## config.mk

```make
export PLATFORM = sky130hd
export DESIGN_NAME = fupc_flash_ctrl
export DESIGN_NICKNAME = d
export VERILOG_FILES = /design/src/fupc_pkg.sv /design/src/fupc_flash_ctrl.sv
export VERILOG_INCLUDE_DIRS = /design/src
export SDC_FILE = /design/constraint.sdc
export NUM_CORES = 1
export LEC_CHECK = 0
export BUFFER_PORTS_ARGS = -buffer_cell sky130_fd_sc_hd__clkbuf_2
export CORE_MARGIN = 5
export CORE_UTILIZATION = 40
export DETAILED_ROUTE_END_ITERATION = 10
export SLEW_MARGIN = 10
export SYNTH_ARGS = -nofsm -noshare
export SYNTH_HDL_FRONTEND = slang
export SYNTH_SLANG_ARGS = --single-unit
export TNS_END_PERCENT = 1
```

## constraint.sdc

```tcl
create_clock -name clock -period 3.6 [get_ports clock]
set_clock_uncertainty 0.1 [all_clocks]
set_input_delay 0.72 -clock clock [delete_from_list [all_inputs] [get_ports clock]]
set_output_delay 0.72 -clock clock [all_outputs]
set_load 0.01 [all_outputs]
```

## src/fupc_cfg.svh

```systemverilog
// Constants of the flash user-programming controller
`ifndef FUPC_CFG_SVH
`define FUPC_CFG_SVH
`define FUPC_KEY 8'ha5
`define FUPC_CMD_ERASE 4'ha
`define FUPC_CMD_PROG 4'h5
`define FUPC_CMD_LOCK 4'h6
`define FUPC_START_BIT 0
`define FUPC_STAT_BIT 3
`define FUPC_MODE_HI 7
`define FUPC_MODE_LO 4
`define FUPC_A_CTRL 5'h00
`define FUPC_A_KEY 5'h04
`define FUPC_A_SECH 5'h08
`define FUPC_A_SECL 5'h0c
`define FUPC_A_INFO 5'h10
`define FUPC_SECL_MSB 7
`define FUPC_BOOT_BASE 16'h0100
`define FUPC_BOOT_MIN 16'h0100
`define FUPC_OPT_BOOT_OFF 2
`define FUPC_OPT_VEC_OFF 7
`define FUPC_VEC_NONE 16'h0100
`define FUPC_VEC_0 16'h0200
`define FUPC_VEC_1 16'h0300
`define FUPC_VEC_2 16'h0500
`define FUPC_VEC_3 16'h0900
`define FUPC_ERASE_MS 10
`define FUPC_CLK_HZ 50000000
`define FUPC_ERASE_CYC ((`FUPC_ERASE_MS * `FUPC_CLK_HZ + 999) / 1000)
`define FUPC_PROG_CYC 8
`define FUPC_LOCK_CYC 8
`define FUPC_CNT_W 20
`endif

```

## src/fupc_pkg.sv

```systemverilog
// Types of the flash user-programming controller
package fupc_pkg;
	typedef enum logic [1:0] {
		FUPC_IDLE = 2'b00,
		FUPC_ERASE = 2'b01,
		FUPC_PROG = 2'b10,
		FUPC_LOCK = 2'b11
	} fupc_state_t;
endpackage

```

## src/fupc_flash_ctrl.sv

```systemverilog
// Flash user-programming controller with Avalon-MM register slave
//
// Added by the designer: the Avalon-MM register port and the register addresses.
`timescale 1ns/100ps
`include "fupc_cfg.svh"

module fupc_flash_ctrl #(
	parameter int ERASE_CYC = `FUPC_ERASE_CYC,
	parameter int PROG_CYC = `FUPC_PROG_CYC,
	parameter int LOCK_CYC = `FUPC_LOCK_CYC
) (
	input wire logic clock,
	input wire logic resetn,
	input wire logic [4:0] avs_address,
	input wire logic avs_read,
	input wire logic avs_write,
	input wire logic [31:0] avs_writedata,
	input wire logic [3:0] avs_byteenable,
	output logic [31:0] avs_readdata,
	output logic avs_waitrequest,
	input wire logic [15:0] pm_addr,
	input wire logic pm_load,
	input wire logic pm_store,
	input wire logic [7:0] pm_wdata,
	output logic [7:0] pm_rdata,
	output logic pm_rvalid,
	output logic pm_refused,
	output logic pm_busy,
	input wire logic irq_pending,
	input wire logic subsys_clk,
	input wire logic tool_mode,
	input wire logic tool_rdprot_set,
	input wire logic [7:0] option_bits,
	output logic [15:0] reset_vector,
	output logic read_protect,
	output logic erase_irq_bypass,
	output logic fl_erase,
	output logic fl_prog,
	output logic fl_lock,
	output logic fl_read,
	output logic [15:0] fl_addr,
	output logic [15:0] fl_raddr,
	output logic [7:0] fl_wdata,
	input wire logic [7:0] fl_rdata,
	input wire logic fl_fail
);

	fupc_pkg::fupc_state_t state_r;
	logic [`FUPC_CNT_W-1:0] cnt_r;
	logic [7:0] key_r;
	logic [3:0] mode_r;
	logic stat_r;
	logic [7:0] sech_r;
	logic [7:0] secl_r;
	logic locked_r;
	logic [7:0] opt_r;
	logic opt_ok_r;
	logic wait_r;
	logic [31:0] rdata_r;
	logic rd_pend_r;
	logic [7:0] pm_rdata_r;
	logic pm_rvalid_r;
	logic pm_refused_r;
	logic [15:0] vec_r;
	logic rdprot_r;
	logic fl_erase_r;
	logic fl_prog_r;
	logic fl_lock_r;
	logic fl_read_r;
	logic [15:0] fl_addr_r;
	logic [15:0] fl_raddr_r;
	logic [7:0] fl_wdata_r;
	logic busy_r;

	logic key_ok;
	logic usr_ok;
	logic wr_acc;
	logic start;
	logic boot_en;
	logic [15:0] boot_end;
	logic [15:0] sec_base;
	logic sec_prot;
	logic st_prot;
	logic st_ok;
	logic idle;
	logic [3:0] cmd_w;

	assign key_ok = key_r == `FUPC_KEY;
	assign usr_ok = key_ok && !irq_pending && !subsys_clk;
	assign wr_acc = avs_write && !wait_r && avs_byteenable[0];
	assign idle = state_r == fupc_pkg::FUPC_IDLE;

	// Launch only by a keyed control write with bit 0 set
	assign start = wr_acc && avs_address == `FUPC_A_CTRL && usr_ok
		&& avs_writedata[`FUPC_START_BIT];

	// Command of the launching write itself, not the stored mode
	assign cmd_w = avs_writedata[`FUPC_MODE_HI:`FUPC_MODE_LO];

	// Boot region active while its option bit is low
	assign boot_en = !opt_r[`FUPC_OPT_BOOT_OFF];
	assign boot_end = `FUPC_BOOT_BASE + (`FUPC_BOOT_MIN << opt_r[1:0]);

	// Sector base from high byte and bit 7 of low byte
	assign sec_base = {sech_r, secl_r[`FUPC_SECL_MSB], 7'h00};

	// Region edges are 256-byte multiples, so the base decides
	assign sec_prot = boot_en && !tool_mode && sec_base >= `FUPC_BOOT_BASE
		&& sec_base < boot_end;
	assign st_prot = boot_en && !tool_mode && pm_addr >= `FUPC_BOOT_BASE
		&& pm_addr < boot_end;

	// Store programs only when keyed, armed and idle
	assign st_ok = idle && usr_ok && mode_r == `FUPC_CMD_PROG
		&& !st_prot && !locked_r;

	// Avalon handshake: one wait cycle, then one ready cycle
	always_ff @(posedge clock or negedge resetn) begin
		if (!resetn) begin
			wait_r <= 1'b1;
		end else if ((avs_read || avs_write) && wait_r) begin
			wait_r <= 1'b0;
		end else begin
			wait_r <= 1'b1;
		end
	end

	// Read data captured during the wait cycle
	always_ff @(posedge clock or negedge resetn) begin
		if (!resetn) begin
			rdata_r <= 32'h0000_0000;
		end else if (avs_read && wait_r) begin
			unique case (avs_address)
				`FUPC_A_CTRL: begin
					rdata_r <= {24'h00_0000, mode_r, stat_r, 2'b00, !idle};
				end
				`FUPC_A_KEY: begin
					rdata_r <= {24'h00_0000, key_r};
				end
				`FUPC_A_SECH: begin
					rdata_r <= {24'h00_0000, sech_r};
				end
				`FUPC_A_SECL: begin
					rdata_r <= {24'h00_0000, secl_r};
				end
				`FUPC_A_INFO: begin
					rdata_r <= {19'h0_0000, state_r, usr_ok, rdprot_r, locked_r, opt_r};
				end
				default: begin
					rdata_r <= 32'h0000_0000;
				end
			endcase
		end
	end

	// Unlock key
	always_ff @(posedge clock or negedge resetn) begin
		if (!resetn) begin
			key_r <= 8'h00;
		end else if (wr_acc && avs_address == `FUPC_A_KEY) begin
			key_r <= avs_writedata[7:0];
		end
	end

	// Mode field only accepted with the key in place
	always_ff @(posedge clock or negedge resetn) begin
		if (!resetn) begin
			mode_r <= 4'h0;
		end else if (wr_acc && avs_address == `FUPC_A_CTRL && usr_ok) begin
			mode_r <= avs_writedata[`FUPC_MODE_HI:`FUPC_MODE_LO];
		end
	end

	// Sector address registers
	always_ff @(posedge clock or negedge resetn) begin
		if (!resetn) begin
			sech_r <= 8'h00;
			secl_r <= 8'h00;
		end else if (wr_acc && avs_address == `FUPC_A_SECH) begin
			sech_r <= avs_writedata[7:0];
		end else if (wr_acc && avs_address == `FUPC_A_SECL) begin
			secl_r <= avs_writedata[7:0];
		end
	end

	// Option byte caught once after reset release
	always_ff @(posedge clock or negedge resetn) begin
		if (!resetn) begin
			opt_r <= 8'h00;
			opt_ok_r <= 1'b0;
		end else if (!opt_ok_r) begin
			opt_r <= option_bits;
			opt_ok_r <= 1'b1;
		end
	end

	// Reset vector, decoded apart from the region size
	always_ff @(posedge clock or negedge resetn) begin
		if (!resetn) begin
			vec_r <= `FUPC_VEC_NONE;
		end else if (opt_r[`FUPC_OPT_VEC_OFF]) begin
			vec_r <= `FUPC_VEC_NONE;
		end else begin
			unique case (opt_r[6:5])
				2'b00: begin
					vec_r <= `FUPC_VEC_0;
				end
				2'b01: begin
					vec_r <= `FUPC_VEC_1;
				end
				2'b10: begin
					vec_r <= `FUPC_VEC_2;
				end
				2'b11: begin
					vec_r <= `FUPC_VEC_3;
				end
			endcase
		end
	end

	// Read protection, settable from tool mode alone
	always_ff @(posedge clock or negedge resetn) begin
		if (!resetn) begin
			rdprot_r <= 1'b0;
		end else if (tool_rdprot_set && tool_mode) begin
			rdprot_r <= 1'b1;
		end
	end

	// Byte read through plain load cycles
	always_ff @(posedge clock or negedge resetn) begin
		if (!resetn) begin
			fl_read_r <= 1'b0;
			fl_raddr_r <= 16'h0000;
			rd_pend_r <= 1'b0;
			pm_rdata_r <= 8'h00;
			pm_rvalid_r <= 1'b0;
		end else begin
			fl_read_r <= pm_load;
			rd_pend_r <= fl_read_r;
			pm_rvalid_r <= rd_pend_r;
			if (pm_load) begin
				fl_raddr_r <= pm_addr;
			end
			if (rd_pend_r) begin
				pm_rdata_r <= fl_rdata;
			end
		end
	end

	// Refused store flag, one cycle
	always_ff @(posedge clock or negedge resetn) begin
		if (!resetn) begin
			pm_refused_r <= 1'b0;
		end else begin
			pm_refused_r <= pm_store && !st_ok;
		end
	end

	// Operation sequencer
	always_ff @(posedge clock or negedge resetn) begin
		if (!resetn) begin
			state_r <= fupc_pkg::FUPC_IDLE;
			cnt_r <= '0;
			stat_r <= 1'b0;
			locked_r <= 1'b0;
			busy_r <= 1'b0;
			fl_erase_r <= 1'b0;
			fl_prog_r <= 1'b0;
			fl_lock_r <= 1'b0;
			fl_addr_r <= 16'h0000;
			fl_wdata_r <= 8'h00;
		end else begin
			unique case (state_r)
				fupc_pkg::FUPC_IDLE: begin
					cnt_r <= '0;
					if (start && cmd_w == `FUPC_CMD_ERASE) begin
						if (sec_prot || locked_r) begin
							stat_r <= 1'b1;
						end else begin
							state_r <= fupc_pkg::FUPC_ERASE;
							busy_r <= 1'b1;
							fl_erase_r <= 1'b1;
							fl_addr_r <= sec_base;
						end
					end else if (start && cmd_w == `FUPC_CMD_LOCK) begin
						state_r <= fupc_pkg::FUPC_LOCK;
						busy_r <= 1'b1;
						fl_lock_r <= 1'b1;
					end else if (pm_store && st_ok) begin
						state_r <= fupc_pkg::FUPC_PROG;
						busy_r <= 1'b1;
						fl_prog_r <= 1'b1;
						fl_addr_r <= pm_addr;
						fl_wdata_r <= pm_wdata;
					end
				end
				fupc_pkg::FUPC_ERASE: begin
					cnt_r <= cnt_r + 1'b1;
					if (irq_pending) begin
						state_r <= fupc_pkg::FUPC_IDLE;
						busy_r <= 1'b0;
						fl_erase_r <= 1'b0;
						stat_r <= 1'b1;
					end else if (cnt_r == `FUPC_CNT_W'(ERASE_CYC - 1)) begin
						state_r <= fupc_pkg::FUPC_IDLE;
						busy_r <= 1'b0;
						fl_erase_r <= 1'b0;
						stat_r <= fl_fail;
					end
				end
				fupc_pkg::FUPC_PROG: begin
					cnt_r <= cnt_r + 1'b1;
					if (irq_pending || cnt_r == `FUPC_CNT_W'(PROG_CYC - 1)) begin
						state_r <= fupc_pkg::FUPC_IDLE;
						busy_r <= 1'b0;
						fl_prog_r <= 1'b0;
					end
				end
				fupc_pkg::FUPC_LOCK: begin
					cnt_r <= cnt_r + 1'b1;
					if (irq_pending) begin
						state_r <= fupc_pkg::FUPC_IDLE;
						busy_r <= 1'b0;
						fl_lock_r <= 1'b0;
					end else if (cnt_r == `FUPC_CNT_W'(LOCK_CYC - 1)) begin
						state_r <= fupc_pkg::FUPC_IDLE;
						busy_r <= 1'b0;
						fl_lock_r <= 1'b0;
						locked_r <= 1'b1;
					end
				end
			endcase
		end
	end

	// Outputs
	assign avs_readdata = rdata_r;
	assign avs_waitrequest = wait_r;
	assign pm_rdata = pm_rdata_r;
	assign pm_rvalid = pm_rvalid_r;
	assign pm_refused = pm_refused_r;
	assign pm_busy = busy_r;
	assign reset_vector = vec_r;
	assign read_protect = rdprot_r;
	assign erase_irq_bypass = fl_erase_r;
	assign fl_erase = fl_erase_r;
	assign fl_prog = fl_prog_r;
	assign fl_lock = fl_lock_r;
	assign fl_read = fl_read_r;
	assign fl_addr = fl_addr_r;
	assign fl_raddr = fl_raddr_r;
	assign fl_wdata = fl_wdata_r;

endmodule

```

==> flow_summary.toml <==
[floorplanning]
dieWidth_um = 138
placementRows = 46
ioPinCount = 198
dieArea_um2 = 19000
coreArea_um2 = 16000
start_util_pct = 40.9
die-height_um = 138

[synthesis]
synth.cell_area_um2 = 6550
synth_cell_types = 69
synth_area_leaders = "dfrtp_1 51%, mux2_2 13%, nand2_1 4.2%, buf_4 3.8%, nor2_1 2.5%"
syn_inst = 568
yosys.area.top_type = "dfrtp_1"
ys_ff_latch = 136
ys_warn_count = 0
syn_avg_cell_area_um2 = 11.5
synth-edff-count = 0
synth_top_area_share_pct = 51.2
synth-seq-area-share_pct = 52.0
ys.flop_type = "dfrtp_1"
async_flop_share_pct = 100

[job]
cap_violations = 0

[route]
routed_wirelength_um = 15900
antenna_left = 0
via_count = 4732
dr.first_iter.drc_count = 206
drc = 0
wl_per_cell_um = 16.9
firstDrtPassIters = 4
viasPerCell = 5.02

[pwr]
intPower_uw = 2870
pwr-share-clk_pct = 47.3
irDropWorstVdd_v = 0.000352
seqPwrFrac_pct = 44.1
power.share.switching_pct = 23.7
comb_power_share_pct = 8.6
p_leak_uw = 0.00389
cellPowerDensity_nw_per_um2 = 471
power_switching_uw = 889

[cts]
root_buffer = "clkbuf_16"
cts_buffers = 17
post-cts-setup-buffers = 0
cts_sinks = 136
clockBufferDepth = 2
cts_tree = "built"
clkTransAtPathRegs_ns = 0.06
htreeDepth = 4
ctsHoldBuffers = 0
post_cts_resized = 0
clk_latency_ns = 0.42

[sta]
period_share_pct = 80.7
rsz0062_at_grt = "false"
fin_crit_ns = 2.91
hold_viol_final = 0
relSlewSlack_pct = 48.7
finalSetupTns_ns = 0
max_clock_freq_ghz = 0.344
setup_viol = 0
worst_pin_slew_ns = 0.766
drv_slew = 0

[setup_path]
r2r-start = "opt_r[1]$_DFFE_PN0N_"
regToRegSetupSlack_ns = 0.69
path_cells = "nor2_1 > ha_1 > nor2_1 > o2111ai_1 > a31o_2 > nor3b_2 > a22o_1 > buf_4 > mux2i_1"
arrival_ns = 3.14
start_kind = "flop"
cp-end-kind = "flop"
r2r_cells = 9
cp_max_fo = 10
critPathMaxStageDelay_ns = 0.56
cp_common_cell = "nor2_1"
worst-setup-path-type = "reg2reg"
crit_slowest_cell = "a22o_1"
reg2reg_to = "fl_addr[3]$_DFFE_PN0P_"
worstPathRequired_ns = 3.84

[cells_and_area]
final_nets = 817
syn_to_final_growth_pct = 21.7
stdcell_count = 943
fillers = 1498
drive_gt1_share_pct = 38.4
final_common_cell = "clkbuf_2"
insertedDiodeCount = 0
final_cell_mix = "138 x clkbuf_2, 134 x dfrtp_1, 74 x nand2_1, 74 x mux2_2, 44 x nor2_1"

[global_routing]
grt_usage_pct = 17.3
grt_max_degree = 75
antenna_found_initial = 0
overflow = 0
grt_pass1_vias = 4941
grt_pass1_wl_um = 25200

[hold_path]
hold_class = "in2async"

[placed_design]
hpwl_um = 12200
dp_cells = 912
gp_congestion = 0.903
port_buffers = 139

[status]
status = "complete, no violations"
kinds of logic after synthesis:
group,after synthesis,synth area share [%]
buffers and inverters,64,6.05
other,2,0.115
XOR/XNOR,17,2.27
AO/OA/AOI/OAI,57,5.81
adder cells (fa/ha/maj),10,1.91
flip-flops,136,52.0
AND/OR/NAND/NOR,187,14.5
multiplexers,95,17.4
metrics by stage:
step / cell area, um2 / utilization (%) / hold WS [ns] / total power [uW] / setup WS [ns]
6_report: 7970 / 49.8 / 0.191 / 3760 / 0.693
5_1_grt: 7970 / 49.8 / 0.224 / 3920 / 0.530
4_1_cts: 7970 / 49.8 / 0.188 / 3810 / 0.694
3_5_place_dp: 7370 / 46.1 / 0.268 / 2010 / 0.401
3_3_place_gp: 7370 / 46.1 / 0.269 / 2000 / 0.457
2_1_floorplan: 6670 / - / 0.252 / 1870 / 0.957
synth_stat cells, types with 3 or more instances:
master / n
dfrtp_1: 134
mux2_2: 74
nand2_1: 74
nor2_1: 44
buf_4: 33
o21ai_0: 23
inv_1: 13
clkbuf_1: 12
mux2i_1: 12
ha_1: 10
nand3_1: 10
xor2_1: 10
nand4_1: 7
xnor2_1: 7
a22oi_1: 6
nor3_1: 6
a21oi_1: 5
mux4_2: 5
nor4_1: 5
and3_1: 4
or3_1: 4
mux2_4: 3
nand2b_1: 3
o211ai_1: 3
sequential cells by signal (all words and copies together), names as in the netlist, 2 cells and up:
name	cells
fl_wdata	8
reset_vector	4
key_r	8
opt_r	8
fl_raddr	16
fl_addr	16
avs_readdata	13
state_r	2
secl_r	8
sech_r	8
pm_rdata	8
cnt_r	20
mode_r	4
worst max-delay path by stage:
stage | slack (ns) | end | startpoint | cells after the start
after global routing | 0.53 | fl_addr[3]$_DFFE_PN0P_ | opt_r[1]$_DFFE_PN0N_ | 9
after floorplan | 0.96 | fl_addr[13]$_DFFE_PN0P_ | pm_addr[12] | 9
final | 0.69 | fl_addr[3]$_DFFE_PN0P_ | opt_r[1]$_DFFE_PN0N_ | 9
after detailed placement | 0.40 | fl_addr[3]$_DFFE_PN0P_ | pm_addr[11] | 8
after global placement | 0.46 | fl_addr[4]$_DFFE_PN0P_ | avs_writedata[7] | 8
after CTS | 0.69 | fl_addr[3]$_DFFE_PN0P_ | opt_r[1]$_DFFE_PN0N_ | 9
layout make-up:
| cell class | instances | area, um2 | area share (%) |
|---|---|---|---|
| multi-input combinational | 400 | 2870 | 36.0 |
| sequential | 136 | 3410 | 42.7 |
| tap | 216 | 270 | 3.39 |
| clock inverter | 11 | 146 | 1.84 |
| inverter | 13 | 48.8 | 0.612 |
| clock buffer | 20 | 457 | 5.73 |
| timing repair buffer | 147 | 774 | 9.72 |
layer usage:
| metal | global-route usage [%] | vias up | part of all wire [%] |
|---|---|---|---|
| li1 | - | 2219 | - |
| met1 | 21.6 | 2345 | 41 |
| met2 | 28.2 | 140 | 49 |
| met3 | 4.68 | 28 | 6.4 |
| met4 | 7.85 | 0 | 3.0 |
| met5 | 0 | - | 0 |
worst max-delay path: cells and delay by family, from the launching register on:
family                     cells  cell delay (ns)
AOI/OAI and AO/OA              3             1.00
adders and majority gates      1             0.30
buffers and inverters          1             0.30
DFF                            1             0.54
muxes                          1             0.22
and+or+nand+nor                3             0.38
power by group through the flow:
| stage | Clock (uW) | Sequential, uW | Combinational (uW) |
|---|---|---|---|
| finish | 1780 | 1660 | 322 |
| global route | 1900 | 1670 | 361 |
| CTS | 1820 | 1660 | 327 |
| detailed placement | 0 | 1680 | 325 |
| global placement | 0 | 1680 | 317 |
| floorplan | 0 | 1680 | 186 |
Power figures use the tool's default switching activity.
